--- config.mk ---
export PLATFORM = sky130hd
export DESIGN_NAME = ccf_control_reg
export DESIGN_NICKNAME = d
export VERILOG_FILES = /design/src/logic/ccf_detect_seq.v /design/src/logic/ccf_control_reg.v
export VERILOG_INCLUDE_DIRS = /design/src /design/src/logic
export SDC_FILE = /design/constraint.sdc
export NUM_CORES = 1
export LEC_CHECK = 0
export BUFFER_PORTS_ARGS = -buffer_cell sky130_fd_sc_hd__clkbuf_2
export CORE_MARGIN = 2
export CORE_UTILIZATION = 51
export DETAILED_ROUTE_END_ITERATION = 6
export GPL_ROUTABILITY_DRIVEN = 0
export PLACE_DENSITY = 0.74
export SLEW_MARGIN = 10
export SYNTH_ARGS = -nofsm -noshare
export SYNTH_HDL_FRONTEND = slang
export SYNTH_HIERARCHICAL = 1
export SYNTH_SLANG_ARGS = --single-unit
--- constraint.sdc ---
create_clock -name i_mclk -period 2.1 [get_ports i_mclk]
set_clock_uncertainty 0.2 [all_clocks]
set_input_delay 0 -clock i_mclk [delete_from_list [all_inputs] [get_ports i_mclk]]
set_output_delay 0 -clock i_mclk [all_outputs]
set_load 0.01 [all_outputs]
--- src/logic/ccf_defs.vh ---
// Bit positions, reset values and timing counts of charger control four
`ifndef CCF_DEFS_VH
`define CCF_DEFS_VH

`define CCF_BIT_GATE_TWO 3'd7
`define CCF_BIT_GATE_ONE 3'd6
`define CCF_BIT_RATE_SEL 3'd5
`define CCF_BIT_IND_OFF 3'd4
`define CCF_BIT_SHORT_OFF 3'd3
`define CCF_BIT_UV_OFF 3'd2
`define CCF_BIT_DETECT 3'd1
`define CCF_BIT_OCP_ON 3'd0

// Reset value with the strap bit at 0; the strap is merged in at reset
`define CCF_RESET_VALUE 8'h01

// Time the converter is held off before the sample is taken, in ns
`define CCF_SETTLE_NS 1000
`define CCF_CLK_NS 10
// Settle wait in clocks: CCF_SETTLE_NS spread over CCF_CLK_NS, sized to the counter
`define CCF_SETTLE_CYCLES 8'd100
`define CCF_SETTLE_W 8

`endif

--- src/logic/ccf_detect_seq.v ---
// Input voltage limit auto-detection sequencer
`timescale 1ns/1ps
`default_nettype none
`include "ccf_defs.vh"

module ccf_detect_seq (
  input wire i_mclk,
  input wire i_srst,
  input wire i_start,
  input wire i_abort,
  input wire i_adc_done,
  input wire [7:0] i_adc_result,
  output reg o_switch_stop,
  output reg o_adc_start,
  output reg o_limit_we,
  output reg [7:0] o_limit_data,
  output reg o_done
);

  localparam [3:0] ST_IDLE = 4'b0001;
  localparam [3:0] ST_SETTLE = 4'b0010;
  localparam [3:0] ST_SAMPLE = 4'b0100;
  localparam [3:0] ST_WRITE = 4'b1000;
  localparam [`CCF_SETTLE_W-1:0] SETTLE_LAST = `CCF_SETTLE_CYCLES - 8'd1;

  reg [3:0] state;
  reg [`CCF_SETTLE_W-1:0] settle_cnt;

  // ------------------------------------------------------------
  // Sequence: stop switching, settle, sample, write back
  // ------------------------------------------------------------
  // Settling wait keeps input current from skewing the sample
  always @(posedge i_mclk) begin
    o_adc_start <= 1'b0;
    o_limit_we <= 1'b0;
    o_done <= 1'b0;
    if (i_srst || i_abort) begin
      state <= ST_IDLE;
      settle_cnt <= {`CCF_SETTLE_W{1'b0}};
      o_switch_stop <= 1'b0;
      o_limit_data <= 8'h00;
    end else begin
      case (state)
        ST_IDLE: begin
          if (i_start) begin
            o_switch_stop <= 1'b1;
            settle_cnt <= {`CCF_SETTLE_W{1'b0}};
            state <= ST_SETTLE;
          end
        end
        ST_SETTLE: begin
          if (settle_cnt == SETTLE_LAST) begin
            o_adc_start <= 1'b1;
            state <= ST_SAMPLE;
          end else begin
            settle_cnt <= settle_cnt + 8'd1;
          end
        end
        ST_SAMPLE: begin
          if (i_adc_done) begin
            o_limit_data <= i_adc_result;
            o_limit_we <= 1'b1;
            state <= ST_WRITE;
          end
        end
        ST_WRITE: begin
          o_switch_stop <= 1'b0;
          o_done <= 1'b1;
          state <= ST_IDLE;
        end
        default: begin
          state <= ST_IDLE;
          o_switch_stop <= 1'b0;
        end
      endcase
    end
  end

endmodule
`default_nettype wire

--- src/logic/ccf_control_reg.v ---
// Charger control four register with strap load and detection trigger
`timescale 1ns/1ps
`default_nettype none
`include "ccf_defs.vh"

module ccf_control_reg (
  // Clock and the reset sources
  input wire i_mclk,
  input wire i_srst,
  input wire i_reg_reset,
  input wire i_watchdog_expired,
  // Host write port; reads come back on o_rd_data
  input wire i_wr_en,
  input wire [7:0] i_wr_data,
  // Board straps: strap loaded on every reset, presence on power-on only
  input wire i_programming_strap_pin,
  input wire i_input_path_pair_one,
  input wire i_input_path_pair_two,
  // Live conditions from the rest of the charger
  input wire i_all_gate_drivers_off,
  input wire i_battery_above_minimum,
  // Converter measurement handshake
  input wire i_adc_done,
  input wire [7:0] i_adc_result,
  // Register image and the field controls it drives
  output reg [7:0] o_rd_data,
  output reg o_gate_driver_two_on,
  output reg o_gate_driver_one_on,
  output reg o_switching_rate_select,
  output reg o_indicator_pin_off,
  output reg o_rail_short_hiccup_off,
  output reg o_reverse_undervolt_hiccup_off,
  output reg o_input_overcurrent_guard_on,
  // Detection controls towards the converter and the limit register
  output reg o_switch_stop,
  output reg o_adc_start,
  output reg o_input_voltage_limit_we,
  output reg [7:0] o_input_voltage_limit
);

  // ------------------------------------------------------------
  // Timing and priorities
  // ------------------------------------------------------------
  // A write is taken on the edge where i_wr_en is high; the register
  // holds it after that edge and o_rd_data and every field output show it one edge later.
  // Within one cycle the priorities are, lowest first: host write,
  // watchdog clear of the indicator bit, completion clear of the trigger,
  // then the gate driver locks. The locks come last on purpose so that
  // no write, even one in the same cycle as a lock, can ever turn an
  // unfitted or globally disabled gate driver on.
  // The trigger bit only goes from 0 to 1 through a write; a write of 0
  // while detection runs is ignored, so software cannot strand the
  // converter with switching stopped. Only completion or a reset drops it.
  // Limitation: presence of the input path pairs is sampled only under
  // the power-on reset; a pair fitted later stays locked until the next.

  // ------------------------------------------------------------
  // Storage
  // ------------------------------------------------------------
  // Live register contents and the value it takes at the next edge
  reg [7:0] ctrl;
  reg [7:0] next_ctrl;
  // Presence of the input path pairs, frozen at power-on
  reg pair_one_fitted;
  reg pair_two_fitted;
  // One-cycle start towards the sequencer
  reg det_start;
  // Value loaded by either reset
  reg [7:0] defaults;
  // Sequencer outputs ahead of their output flops
  wire seq_stop;
  wire seq_adc_start;
  wire seq_we;
  wire [7:0] seq_data;
  wire seq_done;
  wire full_reset;

  // Either reset restores the whole register
  assign full_reset = i_srst | i_reg_reset;

  // Gate bit allowed only when its pair is fitted and no global disable
  function gate_ok;
    input fitted;
    input global_off;
    begin
      gate_ok = fitted & ~global_off;
    end
  endfunction

  // Reset image: strap decides the rate bit, the rest are constants
  always @* begin
    defaults = `CCF_RESET_VALUE;
    defaults[`CCF_BIT_RATE_SEL] = i_programming_strap_pin;
  end

  // ------------------------------------------------------------
  // Next register value
  // ------------------------------------------------------------
  // Later assignments win, which gives the priority order described above;
  // the gate locks sit at the bottom so nothing can override them
  always @* begin
    next_ctrl = ctrl;
    if (i_wr_en) begin
      next_ctrl = i_wr_data;
      // Trigger write of 1 refused unless battery is above minimum
      next_ctrl[`CCF_BIT_DETECT] = ctrl[`CCF_BIT_DETECT] |
        (i_wr_data[`CCF_BIT_DETECT] & i_battery_above_minimum);
    end
    if (i_watchdog_expired) begin
      next_ctrl[`CCF_BIT_IND_OFF] = 1'b0;
    end
    // Completion clears the trigger; a new accepted write cannot race it
    // because the trigger is already 1 until done
    if (seq_done) begin
      next_ctrl[`CCF_BIT_DETECT] = 1'b0;
    end
    if (!gate_ok(pair_two_fitted, i_all_gate_drivers_off)) begin
      next_ctrl[`CCF_BIT_GATE_TWO] = 1'b0;
    end
    if (!gate_ok(pair_one_fitted, i_all_gate_drivers_off)) begin
      next_ctrl[`CCF_BIT_GATE_ONE] = 1'b0;
    end
  end

  // ------------------------------------------------------------
  // Register, strap and fitted-pair capture
  // ------------------------------------------------------------
  // Presence is caught only at power-on reset; register reset keeps it
  always @(posedge i_mclk) begin
    if (i_srst) begin
      pair_one_fitted <= i_input_path_pair_one;
      pair_two_fitted <= i_input_path_pair_two;
    end
  end

  // Register reset keeps the presence flags but reloads every field,
  // the strap bit included, and drops any pending detection start
  always @(posedge i_mclk) begin
    if (full_reset) begin
      ctrl <= defaults;
      det_start <= 1'b0;
    end else begin
      ctrl <= next_ctrl;
      // Start once per rising edge of the trigger
      det_start <= next_ctrl[`CCF_BIT_DETECT] & ~ctrl[`CCF_BIT_DETECT];
    end
  end

  // ------------------------------------------------------------
  // Detection sequencer
  // ------------------------------------------------------------
  ccf_detect_seq u_seq (
    .i_mclk(i_mclk),
    .i_srst(i_srst),
    .i_start(det_start),
    .i_abort(i_reg_reset),
    .i_adc_done(i_adc_done),
    .i_adc_result(i_adc_result),
    .o_switch_stop(seq_stop),
    .o_adc_start(seq_adc_start),
    .o_limit_we(seq_we),
    .o_limit_data(seq_data),
    .o_done(seq_done)
  );

  // ------------------------------------------------------------
  // Registered outputs
  // ------------------------------------------------------------
  // Fields mirror the register one cycle late so all outputs are flops
  always @(posedge i_mclk) begin
    if (i_srst) begin
      o_rd_data <= 8'h00;
      o_gate_driver_two_on <= 1'b0;
      o_gate_driver_one_on <= 1'b0;
      o_switching_rate_select <= 1'b0;
      o_indicator_pin_off <= 1'b0;
      o_rail_short_hiccup_off <= 1'b0;
      o_reverse_undervolt_hiccup_off <= 1'b0;
      o_input_overcurrent_guard_on <= 1'b0;
    end else begin
      o_rd_data <= ctrl;
      o_gate_driver_two_on <= ctrl[`CCF_BIT_GATE_TWO];
      o_gate_driver_one_on <= ctrl[`CCF_BIT_GATE_ONE];
      o_switching_rate_select <= ctrl[`CCF_BIT_RATE_SEL];
      o_indicator_pin_off <= ctrl[`CCF_BIT_IND_OFF];
      o_rail_short_hiccup_off <= ctrl[`CCF_BIT_SHORT_OFF];
      o_reverse_undervolt_hiccup_off <= ctrl[`CCF_BIT_UV_OFF];
      o_input_overcurrent_guard_on <= ctrl[`CCF_BIT_OCP_ON];
    end
  end

  // ------------------------------------------------------------
  // Detection outputs
  // ------------------------------------------------------------
  // Retimed as well, so the converter sees the stop request one edge
  // after the trigger shows on the read port and never before it
  always @(posedge i_mclk) begin
    if (i_srst) begin
      o_switch_stop <= 1'b0;
      o_adc_start <= 1'b0;
      o_input_voltage_limit_we <= 1'b0;
      o_input_voltage_limit <= 8'h00;
    end else begin
      o_switch_stop <= seq_stop;
      o_adc_start <= seq_adc_start;
      o_input_voltage_limit_we <= seq_we;
      o_input_voltage_limit <= seq_data;
    end
  end

endmodule
`default_nettype wire

==> results summary <==
The run finished with clean final reports. The cell sitting at the root of the clock tree is a clkbuf_8. The predominant post-synthesis flop cell is dfxtp_1. By area, the combinational part of the netlist is dominated by simple AND/OR/NAND/NOR gates. The post-route worst setup slack came out at 91.0 ps.

The biggest fanout along the worst timing path is 1. The die covers ~0.0046 mm². In this run the tightest slew margin relative to its limit is 66.4%.

The synthesized-area fraction occupied by adder cells came out at 0.604%. The mux share of post-synthesis cell area came out at about 7.7%. The number of clock sinks came out at 54. For this block, the initial DRC count from the detailed router was 56.

The post-synthesis cell count is 197. For the pin with the worst max-slew slack, the measured transition is 504 ps. The first detailed-routing pass ran for 6 iterations. STA classifies the critical path endpoint as a register. In this run, post-CTS repair resized a total of 0 instances. The register bit total from synthesis came out at 54. The cell repeated most along the worst path is dlygate4sd3_1.

Derived from the worst setup path, the maximum achievable clock frequency is 498 MHz. The sequential cell area fraction in the yosys report came out at a little over half. Of the total power, registers draw a little under three fifths. Overall power consumption after layout is estimated at roughly 1.8 mW. During placement, the flow inserted port buffers numbering 52. The floorplan die height came out at 67.7 µm. The signal on the critical path passes through dlygate4sd3_1, clkbuf_2, o21ai_0, dlygate4sd3_1, o21ai_0, dlygate4sd3_1.

The minimum clock period after layout came out at ~2000 ps. STA puts the critical path data required time at 1960 ps. The path class of the tightest hold or removal check is in2reg.

In this run switching power makes up 21.8% of total power. The clock transition at the registers of the reported paths is 100 ps. Internal power comes to ~1.4 mW. Clock tree synthesis inserted a total of 5 buffers. The total routing resource utilization after global routing came out at between 20% and 30%. The pin count of the biggest net entering global routing is 18. The area growth from synthesis to layout is 34.6%. The share of the synthesized area in compound gates (AO/OA/AOI/OAI) came out at 8.16%. The detailed placement HPWL is 2690 µm. The final critical path takes up 95.7% of the cycle.

The worst setup timing slack at the placement stage came out at 103 ps. The number of flops mapped to enable cells by yosys is 3. In this run the power density over the cells is roughly 660 mW/mm². The number of maximum-capacitance violations came out at 0. The number of antenna violations at the first check in global routing came out at 0. The CTS tree is yes. The residual overflow from global routing came out at 0.

The post-route DRC violation count came out at 0. The tightest hold path in the finished design has a slack of 12.6 ps. The via count of the first global-routing pass is 1507. The deepest level of the CTS H-tree is 2. The worst ir drop on vdd is 0.390 mV. The part of the total power dissipated in combinational logic is around 7.7%. The proportion of netlist area held by the largest area contributor came out at 49.3%. The clock latency of the later-clocked register in the worst-skew pair is about 300 ps. The number of slew-limit violations in the final report is 0. The count of cell types in the netlist came out at 48. The analysis attributes to net switching a power of about 0.4 mW. The detail-routed via count per cell is 5.05. After detailed routing, the average wire length per cell comes to 13.4 µm. Of all cell types, the one taking the most synthesized area is dfxtp_1.

From left edge to right edge, the die measures 67.7 µm. The worst setup path is of the in2reg kind. The share of cells above drive strength 1 came out at between 20% and 30%. The via count came out at 1672. The post-synthesis xor/xnor area fraction came out at 0.846%.

The maximum number of buffers from clock root to sink is 2. The data arrival time of the worst path came out at between 1500 and 2000 ps. The number of antenna diodes in the final layout is 0. In the post-synthesis netlist, the cell with the most instances is dfxtp_1. The cell area after technology mapping came out at 0.00207 mm². The final antenna-violating net count came out at 0. The number of placement rows is 23.

The leakage component of the power is approximately 1.2 nW. The core box area is 0.00394 mm². The final wirelength came out at 4420 µm. In the post-synthesis netlist, the biggest area contributors are dfxtp_1, mux2i_1, nor2b_1. The simple-gate share of the synthesized area came out at between 20% and 30%.

The final-report setup violation count came out at 0. The final layout contains 308 nets. The number of warnings printed during yosys synthesis is 6. The global-route wire length before repair came out at 6820 µm. The share of power burned in the clock network came out at between 30% and 40%. The initial standard-cell utilization of the core came out at a little over half. Setup repair after global routing left no endpoint under its margin. The peak per-stage delay on the critical path came out at 560 ps.

The aggregate negative setup slack is 0 ps. In the synthesized netlist, the cells that appear most often are dfxtp_1, nor2b_1, mux2i_1, nor2_1, nand2_1. For this run, asynchronously set or reset flops after synthesis account for 0%. The number of nets produced by synthesis is 225. The worst setup path is launched from a primary input. The number of hold-slack violations in the final timing report was 0. The slowest stage of the critical path is the dlygate4sd3_1 cell.

The mean post-synth cell area came out at 10.5 µm². The number of placed I/O pins came out at 53.
==> worst paths after layout <==
check	to	slack, ps	startpoint	cells after the start
hold / removal	u_seq/settle_cnt[4]	10	i_reg_reset	3
setup / recovery	ctrl[5]	90	i_programming_strap_pin	6
hold reg to reg	ctrl[1]	240	u_seq/o_done	1
setup reg to reg	u_seq/settle_cnt[4]	130	u_seq/settle_cnt[0]	5
==> state kept, by name, indices dropped and copies added, names as in the netlist, 4 cells and up <==
register / flops
ctrl: 8
o_input_voltage_limit: 8
u_seq/o_limit_data: 8
o_rd_data: 8
u_seq/state: 4
u_seq/settle_cnt: 8
==> cell usage in the layout, fill, tap and decap left out, types with 2 or more instances in the layout <==
master / instances
and2_1: 2
and3_1: 4
a22oi_1: 4
nor3_1: 3
clkbuf_2: 52
nor2b_1: 21
nor3b_1: 2
inv_1: 4
dlygate4sd3_1: 35
buf_4: 5
o21ai_0: 2
nand3_1: 7
nand2_1: 9
edfxtp_1: 3
dfxtp_1: 51
nor4b_1: 3
nand4_1: 2
nor2_1: 16
a21oi_1: 4
o21ai_1: 2
clkbuf_8: 5
mux2i_1: 16
==> per-stage QoR <==
stage | util [%] | instances | instance area [µm²]
after floorplan | - | 197 | 2070
after global placement | 58.9 | 287 | 2320
after detailed placement | 58.9 | 287 | 2320
after CTS | 70.5 | 330 | 2780
after global routing | 70.7 | 331 | 2790
final | 70.7 | 331 | 2790
==> power by group through the flow <==
stage / Clock, mW / Sequential (mW) / Combinational [mW]
3_3_place_gp: 0 / 1.08 / 0.0884
2_1_floorplan: 0 / 1.08 / 0.0494
5_1_grt: 0.703 / 1.05 / 0.154
4_1_cts: 0.668 / 1.05 / 0.140
3_5_place_dp: 0 / 1.08 / 0.0890
6_report: 0.646 / 1.05 / 0.142
==> critical path, delay by kind of cell <==
family / cells / cell delay, ps
compound gates: 2 / 120
buf+inv: 4 / 1740
==> layer usage <==
layer  part of all wire, %  up-vias  global-route usage (%)
li1                      -      844                       -
met1                    45      754                    24.4
met2                    48       64                    34.4
met3                   5.4       10                    5.50
met4                   1.2        0                    7.65
met5                     0        -                       0
==> logic make-up (layout without fill, tap and decap cells) <==
logic type	count (synthesis)	after routing
xor gates and xnor gates	2	2
and+or+nand+nor	82	82
muxes	16	16
DFF	54	54
buffers and inverters	20	104
adders and majority gates	1	1
AOI/OAI and AO/OA	22	22
==> final cells by class <==
type | instances | area [µm²]
well taps | 50 | 62.6
multi-input cells | 123 | 842
inverters | 4 | 15.0
repair buffers | 92 | 648
fillers | 284 | 1160
clock inverters | 2 | 13.8
flip-flops and latches | 54 | 1110
clock buffers | 6 | 93.8
==> repair_timing <==
item,4_1_cts,5_1_grt
setup buffers,0,1
endpoints found under the setup margin,0,1
hold endpoints to repair,37,0
hold buffers,35,0
No activity file was read; power rests on OpenSTA's default activity.
